File: config.mk
export PLATFORM = sky130hd
export DESIGN_NAME = pbc_regs
export DESIGN_NICKNAME = d
export VERILOG_FILES = /design/src/logic/pbc_pkg.sv /design/src/logic/pbc_retained.sv /design/src/logic/pbc_regs.sv
export SDC_FILE = /design/constraint.sdc
export NUM_CORES = 1
export LEC_CHECK = 0
export BUFFER_PORTS_ARGS = -buffer_cell sky130_fd_sc_hd__buf_2
export CAP_MARGIN = 5
export CORE_MARGIN = 2
export CORE_UTILIZATION = 40
export CTS_CLUSTER_SIZE = 8
export DETAILED_ROUTE_END_ITERATION = 10
export GPL_TIMING_DRIVEN = 0
export HOLD_SLACK_MARGIN = 0.15
export SLEW_MARGIN = 10
export SYNTH_ARGS = -nofsm -noshare
export SYNTH_HDL_FRONTEND = slang
export SYNTH_HIERARCHICAL = 1
export SYNTH_SLANG_ARGS = --single-unit
File: constraint.sdc
create_clock -name clk -period 1.45 [get_ports clk]
set_input_delay 0.145 -clock clk [delete_from_list [all_inputs] [get_ports clk]]
set_output_delay 0.145 -clock clk [all_outputs]
set_load 0.02 [all_outputs]
File: src/logic/pbc_pkg.sv
// Package for the buck one configuration register slice
package pbc_pkg;
   // Register offsets
   localparam logic [7:0] OFS_SCRATCH_D = 8'h1F;
   localparam logic [7:0] OFS_RUN_VOLT = 8'h20;
   localparam logic [7:0] OFS_STBY_VOLT = 8'h21;
   localparam logic [7:0] OFS_SLEEP_VOLT = 8'h22;
   localparam logic [7:0] OFS_SW_MODE = 8'h23;
   // Field positions and widths
   localparam int VOLT_W = 5;
   localparam int MODE_W = 4;
   localparam int OFF_SEL_BIT = 5;
   // Reset values
   localparam logic [7:0] SCRATCH_RESET = 8'h00;
   localparam logic [7:0] RESERVED_READ = 8'h00;
   localparam logic [1:0] SYNC_RESET = 2'h0;

   // Regulator operating state, one-hot
   typedef enum logic [3:0] {
      PBC_RUN = 4'b0001,
      PBC_STBY = 4'b0010,
      PBC_SLEEP = 4'b0100,
      PBC_OFF = 4'b1000
   } pbc_reg_state_t;

   // Configuration loaded from one-time-programmable memory
   typedef struct packed {
      logic [4:0] run_volt;
      logic [4:0] stby_volt;
      logic [4:0] sleep_volt;
      logic [3:0] sw_mode;
   } pbc_otp_t;

   // Software register port
   typedef struct packed {
      logic [7:0] addr;
      logic [7:0] wdata;
      logic wr;
      logic rd;
   } pbc_bus_t;

   // Main-domain state
   typedef struct packed {
      logic [4:0] run_volt;
      logic [4:0] stby_volt;
      logic [4:0] sleep_volt;
      logic [3:0] sw_mode;
      logic off_sel;
      logic [7:0] rdata;
      pbc_reg_state_t state;
      logic [4:0] volt_out;
   } pbc_main_t;
endpackage

File: src/logic/pbc_retained.sv
// Retained scratch byte held in the coin-cell domain
`timescale 1ns/10ps
module pbc_retained
(
   // Clock and coin-cell reset
   input wire logic clk,
   input wire logic coin_cell_por_n,
   // Write port
   input wire logic wr_en,
   input wire logic [7:0] wdata,
   // Stored value
   output logic [7:0] value
);
   logic [7:0] next_value;

   // Only a software write changes the byte
   always_comb
   begin
      next_value = value;
      if (wr_en)
      begin
         next_value = wdata;
      end
   end

   always_ff @(posedge clk or negedge coin_cell_por_n)
   begin
      if (!coin_cell_por_n)
      begin
         value <= pbc_pkg::SCRATCH_RESET;
      end
      else
      begin
         value <= next_value;
      end
   end
endmodule

File: src/logic/pbc_regs.sv
// Buck one configuration registers and retained scratch byte
//
// The strobed register port is this design's own decision.
`timescale 1ns/10ps
module pbc_regs
(
   // Clock and resets
   input wire logic clk,
   input wire logic reset_n,
   input wire logic coin_cell_por_n,
   // Register port
   input wire logic [7:0] addr,
   input wire logic [7:0] wdata,
   input wire logic wr,
   input wire logic rd,
   output logic [7:0] rdata,
   // OTP defaults
   input wire pbc_pkg::pbc_otp_t otp,
   // Power events
   input wire logic standby_req,
   input wire logic turn_off,
   input wire logic turn_on,
   // Regulator controls
   output logic [4:0] buck_one_volt,
   output logic [3:0] buck_one_switch_mode,
   output logic buck_one_off_mode_select,
   output logic buck_one_enable,
   output logic buck_one_sleep
);
   logic [1:0] rst_sync;
   logic rst_n_int;
   pbc_pkg::pbc_bus_t bus;
   pbc_pkg::pbc_main_t st;
   pbc_pkg::pbc_main_t next_st;
   logic [7:0] scratch;
   logic scratch_wr;
   logic enable_q;
   logic sleep_q;
   logic next_enable;
   logic next_sleep;
   // Register view after the OTP overlay, before this cycle's write
   pbc_pkg::pbc_main_t base;
   // Low only in the first cycle out of reset
   logic loaded;

   // Address match, used by both the write and read decoders
   function automatic logic hit(input logic [7:0] a, input logic [7:0] o);
      hit = (a == o);
   endfunction

   // Reset release through two flops
   always_ff @(posedge clk or negedge reset_n)
   begin
      if (!reset_n)
      begin
         rst_sync <= pbc_pkg::SYNC_RESET;
      end
      else
      begin
         rst_sync <= {rst_sync[0], 1'b1};
      end
   end
   assign rst_n_int = rst_sync[1];

   // Bundle the bus
   assign bus = '{addr: addr, wdata: wdata, wr: wr, rd: rd};

   assign scratch_wr = bus.wr && hit(bus.addr, pbc_pkg::OFS_SCRATCH_D);

   // coin-cell domain
   // Scratch lives on the coin cell, so main reset never touches it
   pbc_retained u_retained
   (
      .clk(clk),
      .coin_cell_por_n(coin_cell_por_n),
      .wr_en(scratch_wr),
      .wdata(bus.wdata),
      .value(scratch)
   );

   // Register writes, reads and regulator state
   always_comb
   begin
      // OTP defaults on first cycle
      // The async reset branch may only load constants, so the OTP copy
      // is taken here on the first clocked cycle instead
      base = st;
      if (!loaded)
      begin
         base.run_volt = otp.run_volt;
         base.stby_volt = otp.stby_volt;
         base.sleep_volt = otp.sleep_volt;
         base.sw_mode = otp.sw_mode;
      end
      // A write in the load cycle still wins over the OTP copy
      next_st = base;
      if (bus.wr)
      begin
         if (hit(bus.addr, pbc_pkg::OFS_RUN_VOLT))
         begin
            next_st.run_volt = bus.wdata[pbc_pkg::VOLT_W-1:0];
         end
         else if (hit(bus.addr, pbc_pkg::OFS_STBY_VOLT))
         begin
            next_st.stby_volt = bus.wdata[pbc_pkg::VOLT_W-1:0];
         end
         else if (hit(bus.addr, pbc_pkg::OFS_SLEEP_VOLT))
         begin
            next_st.sleep_volt = bus.wdata[pbc_pkg::VOLT_W-1:0];
         end
         else if (hit(bus.addr, pbc_pkg::OFS_SW_MODE))
         begin
            next_st.sw_mode = bus.wdata[pbc_pkg::MODE_W-1:0];
            next_st.off_sel = bus.wdata[pbc_pkg::OFF_SEL_BIT];
         end
      end

      // Read data stands only in the cycle after the strobe
      next_st.rdata = pbc_pkg::RESERVED_READ;
      if (bus.rd)
      begin
         if (hit(bus.addr, pbc_pkg::OFS_SCRATCH_D))
         begin
            next_st.rdata = scratch;
         end
         else if (hit(bus.addr, pbc_pkg::OFS_RUN_VOLT))
         begin
            next_st.rdata = {3'h0, base.run_volt};
         end
         else if (hit(bus.addr, pbc_pkg::OFS_STBY_VOLT))
         begin
            next_st.rdata = {3'h0, base.stby_volt};
         end
         else if (hit(bus.addr, pbc_pkg::OFS_SLEEP_VOLT))
         begin
            next_st.rdata = {3'h0, base.sleep_volt};
         end
         else if (hit(bus.addr, pbc_pkg::OFS_SW_MODE))
         begin
            next_st.rdata = {2'h0, base.off_sel, 1'b0, base.sw_mode};
         end
      end

      // Turn-off has priority over standby; turn-on wakes from off/sleep
      case (st.state)
         pbc_pkg::PBC_RUN:
         begin
            if (turn_off)
            begin
               next_st.state = st.off_sel ? pbc_pkg::PBC_SLEEP
                                          : pbc_pkg::PBC_OFF;
            end
            else if (standby_req)
            begin
               next_st.state = pbc_pkg::PBC_STBY;
            end
         end
         pbc_pkg::PBC_STBY:
         begin
            if (turn_off)
            begin
               next_st.state = st.off_sel ? pbc_pkg::PBC_SLEEP
                                          : pbc_pkg::PBC_OFF;
            end
            else if (!standby_req)
            begin
               next_st.state = pbc_pkg::PBC_RUN;
            end
         end
         pbc_pkg::PBC_SLEEP,
         pbc_pkg::PBC_OFF:
         begin
            if (turn_on)
            begin
               next_st.state = pbc_pkg::PBC_RUN;
            end
         end
         default:
         begin
            next_st.state = pbc_pkg::PBC_RUN;
         end
      endcase

      // Voltage code follows the state being entered
      case (next_st.state)
         pbc_pkg::PBC_STBY:
         begin
            next_st.volt_out = next_st.stby_volt;
         end
         pbc_pkg::PBC_SLEEP:
         begin
            next_st.volt_out = next_st.sleep_volt;
         end
         default:
         begin
            next_st.volt_out = next_st.run_volt;
         end
      endcase
      next_enable = (next_st.state != pbc_pkg::PBC_OFF);
      next_sleep = (next_st.state == pbc_pkg::PBC_SLEEP);
   end

   // State register; outputs stay zero until the OTP copy is taken
   always_ff @(posedge clk or negedge rst_n_int)
   begin
      if (!rst_n_int)
      begin
         st <= '0;
         enable_q <= 1'b0;
         sleep_q <= 1'b0;
      end
      else
      begin
         st <= next_st;
         enable_q <= next_enable;
         sleep_q <= next_sleep;
      end
   end

   always_ff @(posedge clk or negedge rst_n_int)
   begin
      if (!rst_n_int)
      begin
         loaded <= 1'b0;
      end
      else
      begin
         loaded <= 1'b1;
      end
   end

   // Outputs straight from flops
   assign rdata = st.rdata;
   assign buck_one_volt = st.volt_out;
   assign buck_one_switch_mode = st.sw_mode;
   assign buck_one_off_mode_select = st.off_sel;
   assign buck_one_enable = enable_q;
   assign buck_one_sleep = sleep_q;
endmodule

Yosys cells after proc, flatten, opt, wreduce, memory -nomap -nowiden
Index checks and enable logic that the tools add are counted.
{ "word_totals": {"ff_bits": 50, "in_bits": 43, "out_inout_bits": 20} }
{ "op_classes": {"eq_ne": 12, "n_mux": 23, "bitwise_logic": 3, "n_reduce_logical": 3} }
{ "op_table": {"columns": ["op", "n"], "rows": [
  ["$eq A8 B6 Y1 const B", 4],
  ["$mux W5", 5],
  ["$mux W4", 6],
  ["$mux W6", 4],
  ["$mux W20", 1],
  ["$mux W19", 1],
  ["$mux W8", 2],
  ["$mux W15", 1],
  ["$pmux W4 S3", 1],
  ["$mux W10", 1],
  ["$pmux W5 S2", 1],
  ["$eq A4 B2 Y1 const B", 2],
  ["$eq A4 B3 Y1 const B", 2],
  ["$eq A8 B5 Y1 const B", 1],
  ["$reduce_and A5 Y1", 1],
  ["$eq A4 B1 Y1 const B", 1],
  ["$eq A4 B4 Y1 const B", 1],
  ["$ne A4 B4 Y1 const B", 1],
  ["$not A1 Y1", 3],
  ["$reduce_or A2 Y1", 1],
  ["$logic_and A1 B1 Y1", 1]
]} }

Depth between registers and ports, before layout
{ "logic_depth": {"depth_word": 7, "ltp_mapped": 7} }

Hierarchy
The synthesis kept the hierarchy.
{ "modules_own_cells": {"columns": ["module", "n_inst", "cells_each", "area_per_inst_um2"], "rows": [
  ["pbc_regs", 1, 214, 2336.0],
  ["pbc_retained", 1, 17, 331.6]
]} }

Worst setup path after synthesis
No wires, ideal clock.
{ "synth_path": {"path_type": "reg2reg", "startpoint": "reg st (netlist bit base[5])", "endpoint": "reg st (netlist bit buck_one_volt[4])", "arrival_ps": 1486, "slack_ps": -163, "stages_incl_launch_ff": 6, "period_less_slack_ps": 1613, "cell_sequence": "dfrtp_1 > or3b_1 > o21ai_0 > a221oi_1 > or2_2 > a221o_1"} }
{ "synth_lines": {"columns": ["item", "line_no", "rtl"], "rows": [
  ["start: declaration", "pbc_regs.sv:33", "pbc_pkg::pbc_main_t st;"],
  ["start signal: assignment", "pbc_regs.sv:214", "st <= next_st;"]
]} }

==> impl_metrics.env <==
export IMPL_status="finished with violations"
export IMPL_violations="setup timing"
export IMPL_r2r_cells=5
export IMPL_path_class="reg2reg"
export IMPL_yosysWarnings=6
export IMPL_hold_violations=0
export IMPL_via_per_inst=5.01
export IMPL_cts_buffers_inserted=5
export IMPL_overflow=0
export IMPL_port_buffers=61
export IMPL_r2r_start="base[5]"
export IMPL_dr_total_vias=1982
export IMPL_final_period_utilization_pct=112
export IMPL_antenna_cells=0
export IMPL_slowest_stage="dfrtp_2"
export IMPL_synth_top_cell_area_share_pct=46.9
export IMPL_seq_area_mm2=0.00125
export IMPL_worstHoldEndpoint="buck_one_switch_mode[3]"
export IMPL_grt_max_degree=26
export IMPL_grt_pass1_vias=2010
export IMPL_globalplace_congestion=0.782
export IMPL_core_area_mm2=0.00639
export IMPL_clockRootBuffer="clkbuf_8"
export IMPL_drive_gt1_share_pct=44.8
export IMPL_routed_wl_um=5950
export IMPL_hp_class="in2reg"
export IMPL_power_mw=3.73
export IMPL_end_kind="flop"
export IMPL_critPathMaxFanout=4
export IMPL_die_height_um=85.7
export IMPL_antenna_found_initial=0
export IMPL_drc=0
export IMPL_synth_seq_area_share_pct=46.9
export IMPL_clockBufferDepth=2
export IMPL_final_util_pct=55.3
export IMPL_first_pass_iters=4
export IMPL_path_clk_slew_ns=0.09
export IMPL_grt_usage_pct=17.4
export IMPL_ys_flop_type="dfrtp_1"
export IMPL_timing_final_ws_setup_ns=-0.179
export IMPL_timing_rr_end="buck_one_volt[4]"
export IMPL_hold_start="otp[3]"
export IMPL_final_common_cell="buf_2"
export IMPL_area_growth_pct=32.5
export IMPL_max_freq_ghz=0.614
export IMPL_worstSetupStartpointType="flop"
export IMPL_cts_sinks=50
export IMPL_rsz0062_at_grt="true"
export IMPL_dpl_hpwl_um=4410
export IMPL_slew_viol_final=0
export IMPL_synth_cells=231
export IMPL_insertion_delay_ns=0.31
export IMPL_fp_dieW_um=85.7
export IMPL_clock_skew_ns=0.00722
export IMPL_rrSetupSlack_ns=-0.18
export IMPL_hold_depth=3
export IMPL_synth_distinct_cells=44
export IMPL_multi_input_area_mm2=0.00131
export IMPL_wl_per_cell_um=15.0
export IMPL_synth_edf_count=0
export IMPL_cts_tree="built"
export IMPL_start_util_pct=41.8
export IMPL_path_cells="or3b_4, o21ai_2, a221oi_2, or2_4, a221o_1"
export IMPL_cp_slowest_stage_delay_ns=0.45
export IMPL_async_flop_share_pct=100
export IMPL_design_die_area_mm2=0.00734
export IMPL_grt_pass1_wl_um=9890
export IMPL_nFillCells=586
export IMPL_htreeDepth=2
export IMPL_ant_nets=0
export IMPL_ys_ff_latch=50
export IMPL_power_leakage_nw=1.74
export IMPL_powerDensity_mw_per_mm2=1060
export IMPL_synth_area_mm2=0.00267
export IMPL_critPathArrivalTime_ns=1.82
export IMPL_finalSetupViolations=5
export IMPL_drtIter0Drc=77
export IMPL_fin_crit_ns=1.63
export IMPL_final_cell_mix="buf_2 (62), dfrtp_1 (47), mux2i_1 (22), buf_4 (22), nand2_1 (21)"
export IMPL_max_cap_violations=0
export IMPL_ys_top_cells_by_area="dfrtp_1 (47%), mux2i_1 (10%), buf_4 (5.3%)"
export IMPL_ioPinCount=63
export IMPL_synth_top_area_cell="dfrtp_1"
export IMPL_synth_avg_cell_area_um2=11.5
export IMPL_cp_required_ns=1.64
export IMPL_power_ir_vdd_worst_v=0.000867
export IMPL_num_rows=29
export IMPL_nets=361
[final cells by class]
| class | instances | area share (%) |
|---|---|---|
| Clock inverter | 2 | 0.354 |
| Clock buffer | 6 | 2.34 |
| Sequential cell | 50 | 35.5 |
| Inverter | 6 | 0.637 |
| Buffer | 25 | 6.41 |
| Timing Repair Buffer | 80 | 14.9 |
| Tap cell | 77 | 2.73 |
| Multi-Input combinational cell | 150 | 37.1 |
[where the power goes]
| group | switching, mW | internal (mW) |
|---|---|---|
| registers | 0.127 | 1.58 |
| logic | 0.569 | 0.604 |
| clock network | 0.467 | 0.384 |
[worst max-delay path by stage]
| stage | from | end | cells after the start |
|---|---|---|---|
| 2_1_floorplan | base[5] | buck_one_volt[4] | 5 |
| 3_3_place_gp | rst_sync[1] | rdata[3] | 0 |
| 4_1_cts | base[5] | buck_one_volt[4] | 5 |
| 5_1_grt | base[5] | buck_one_volt[4] | 5 |
| 3_5_place_dp | addr[0] | u_retained/value[2] | 7 |
| 6_report | base[5] | buck_one_volt[4] | 5 |
[critical path, delay by kind of cell, from the launching register on]
family / cells / cell delay [ns]
compound gates: 3 / 0.45
flops: 1 / 0.45
simple gates: 2 / 0.62
[metrics by stage]
step / setup slack [ns] / instances / cell area, um^2 / TNS [ns] / hold WS, ns
floorplan: -0.0836 / 232 / 2700 / -0.0836 / -0.151
global placement: -0.357 / 370 / 3100 / -17.88 / -0.0677
detailed placement: -0.255 / 371 / 3120 / -3.95 / -0.0697
CTS: -0.177 / 392 / 3430 / -0.686 / 0.152
global route: -0.248 / 396 / 3530 / -1.34 / 0.174
finish: -0.179 / 396 / 3530 / -0.686 / 0.152
[logic make-up (layout without fill, tap and decap cells)]
| logic type | count (synthesis) | in the layout | share of synthesized area [%] |
|---|---|---|---|
| AND/OR/NAND/NOR | 60 | 60 | 13.2 |
| flip-flops | 50 | 50 | 46.9 |
| AO/OA/AOI/OAI | 46 | 46 | 11.9 |
| multiplexers | 41 | 41 | 19.3 |
| buffers and inverters | 32 | 119 | 8.30 |
| other | 1 | 2 | 0.141 |
| XOR/XNOR | 1 | 1 | 0.328 |
[flip-flops by register name, summed over array words and instances (netlist names)]
register                  count
base                          4
buck_one_enable               1
buck_one_off_mode_select      1
buck_one_sleep                1
buck_one_switch_mode          4
buck_one_volt                 5
loaded                        1
rdata                         8
rst_sync                      2
st                           15
u_retained/value              8
[routing by layer]
metal  wire, um  vias up  track usage, %
li1           -      990               -
met1       2740      947            23.8
met2       2910       38            28.2
met3        224        7            2.98
met4         79        0            6.06
met5          0        -               0
[synthesized netlist by cell type, types with 2 or more instances]
cell,number
dfrtp_1,50
mux2i_1,27
nand2_1,21
buf_4,19
nor2_1,14
o211ai_1,12
o21ai_0,11
o21a_1,9
mux2_4,8
a21oi_1,6
inv_1,6
mux4_2,5
and3_1,3
nor2b_1,3
a41o_1,2
and2_1,2
buf_2,2
clkbuf_1,2
clkbuf_8,2
nand4_1,2
nor3_1,2
[what timing repair did]
item | 4_1_cts | 5_1_grt
setup buffers | 3 | 4
endpoints found under the hold margin | 21 | 0
gates resized for setup | 15 | 20
cloned | 1 | 0
hold buffers | 10 | 0
pin swaps | 0 | 5
endpoints found under the setup margin | 15 | 22
Power figures use the tool's default switching activity.
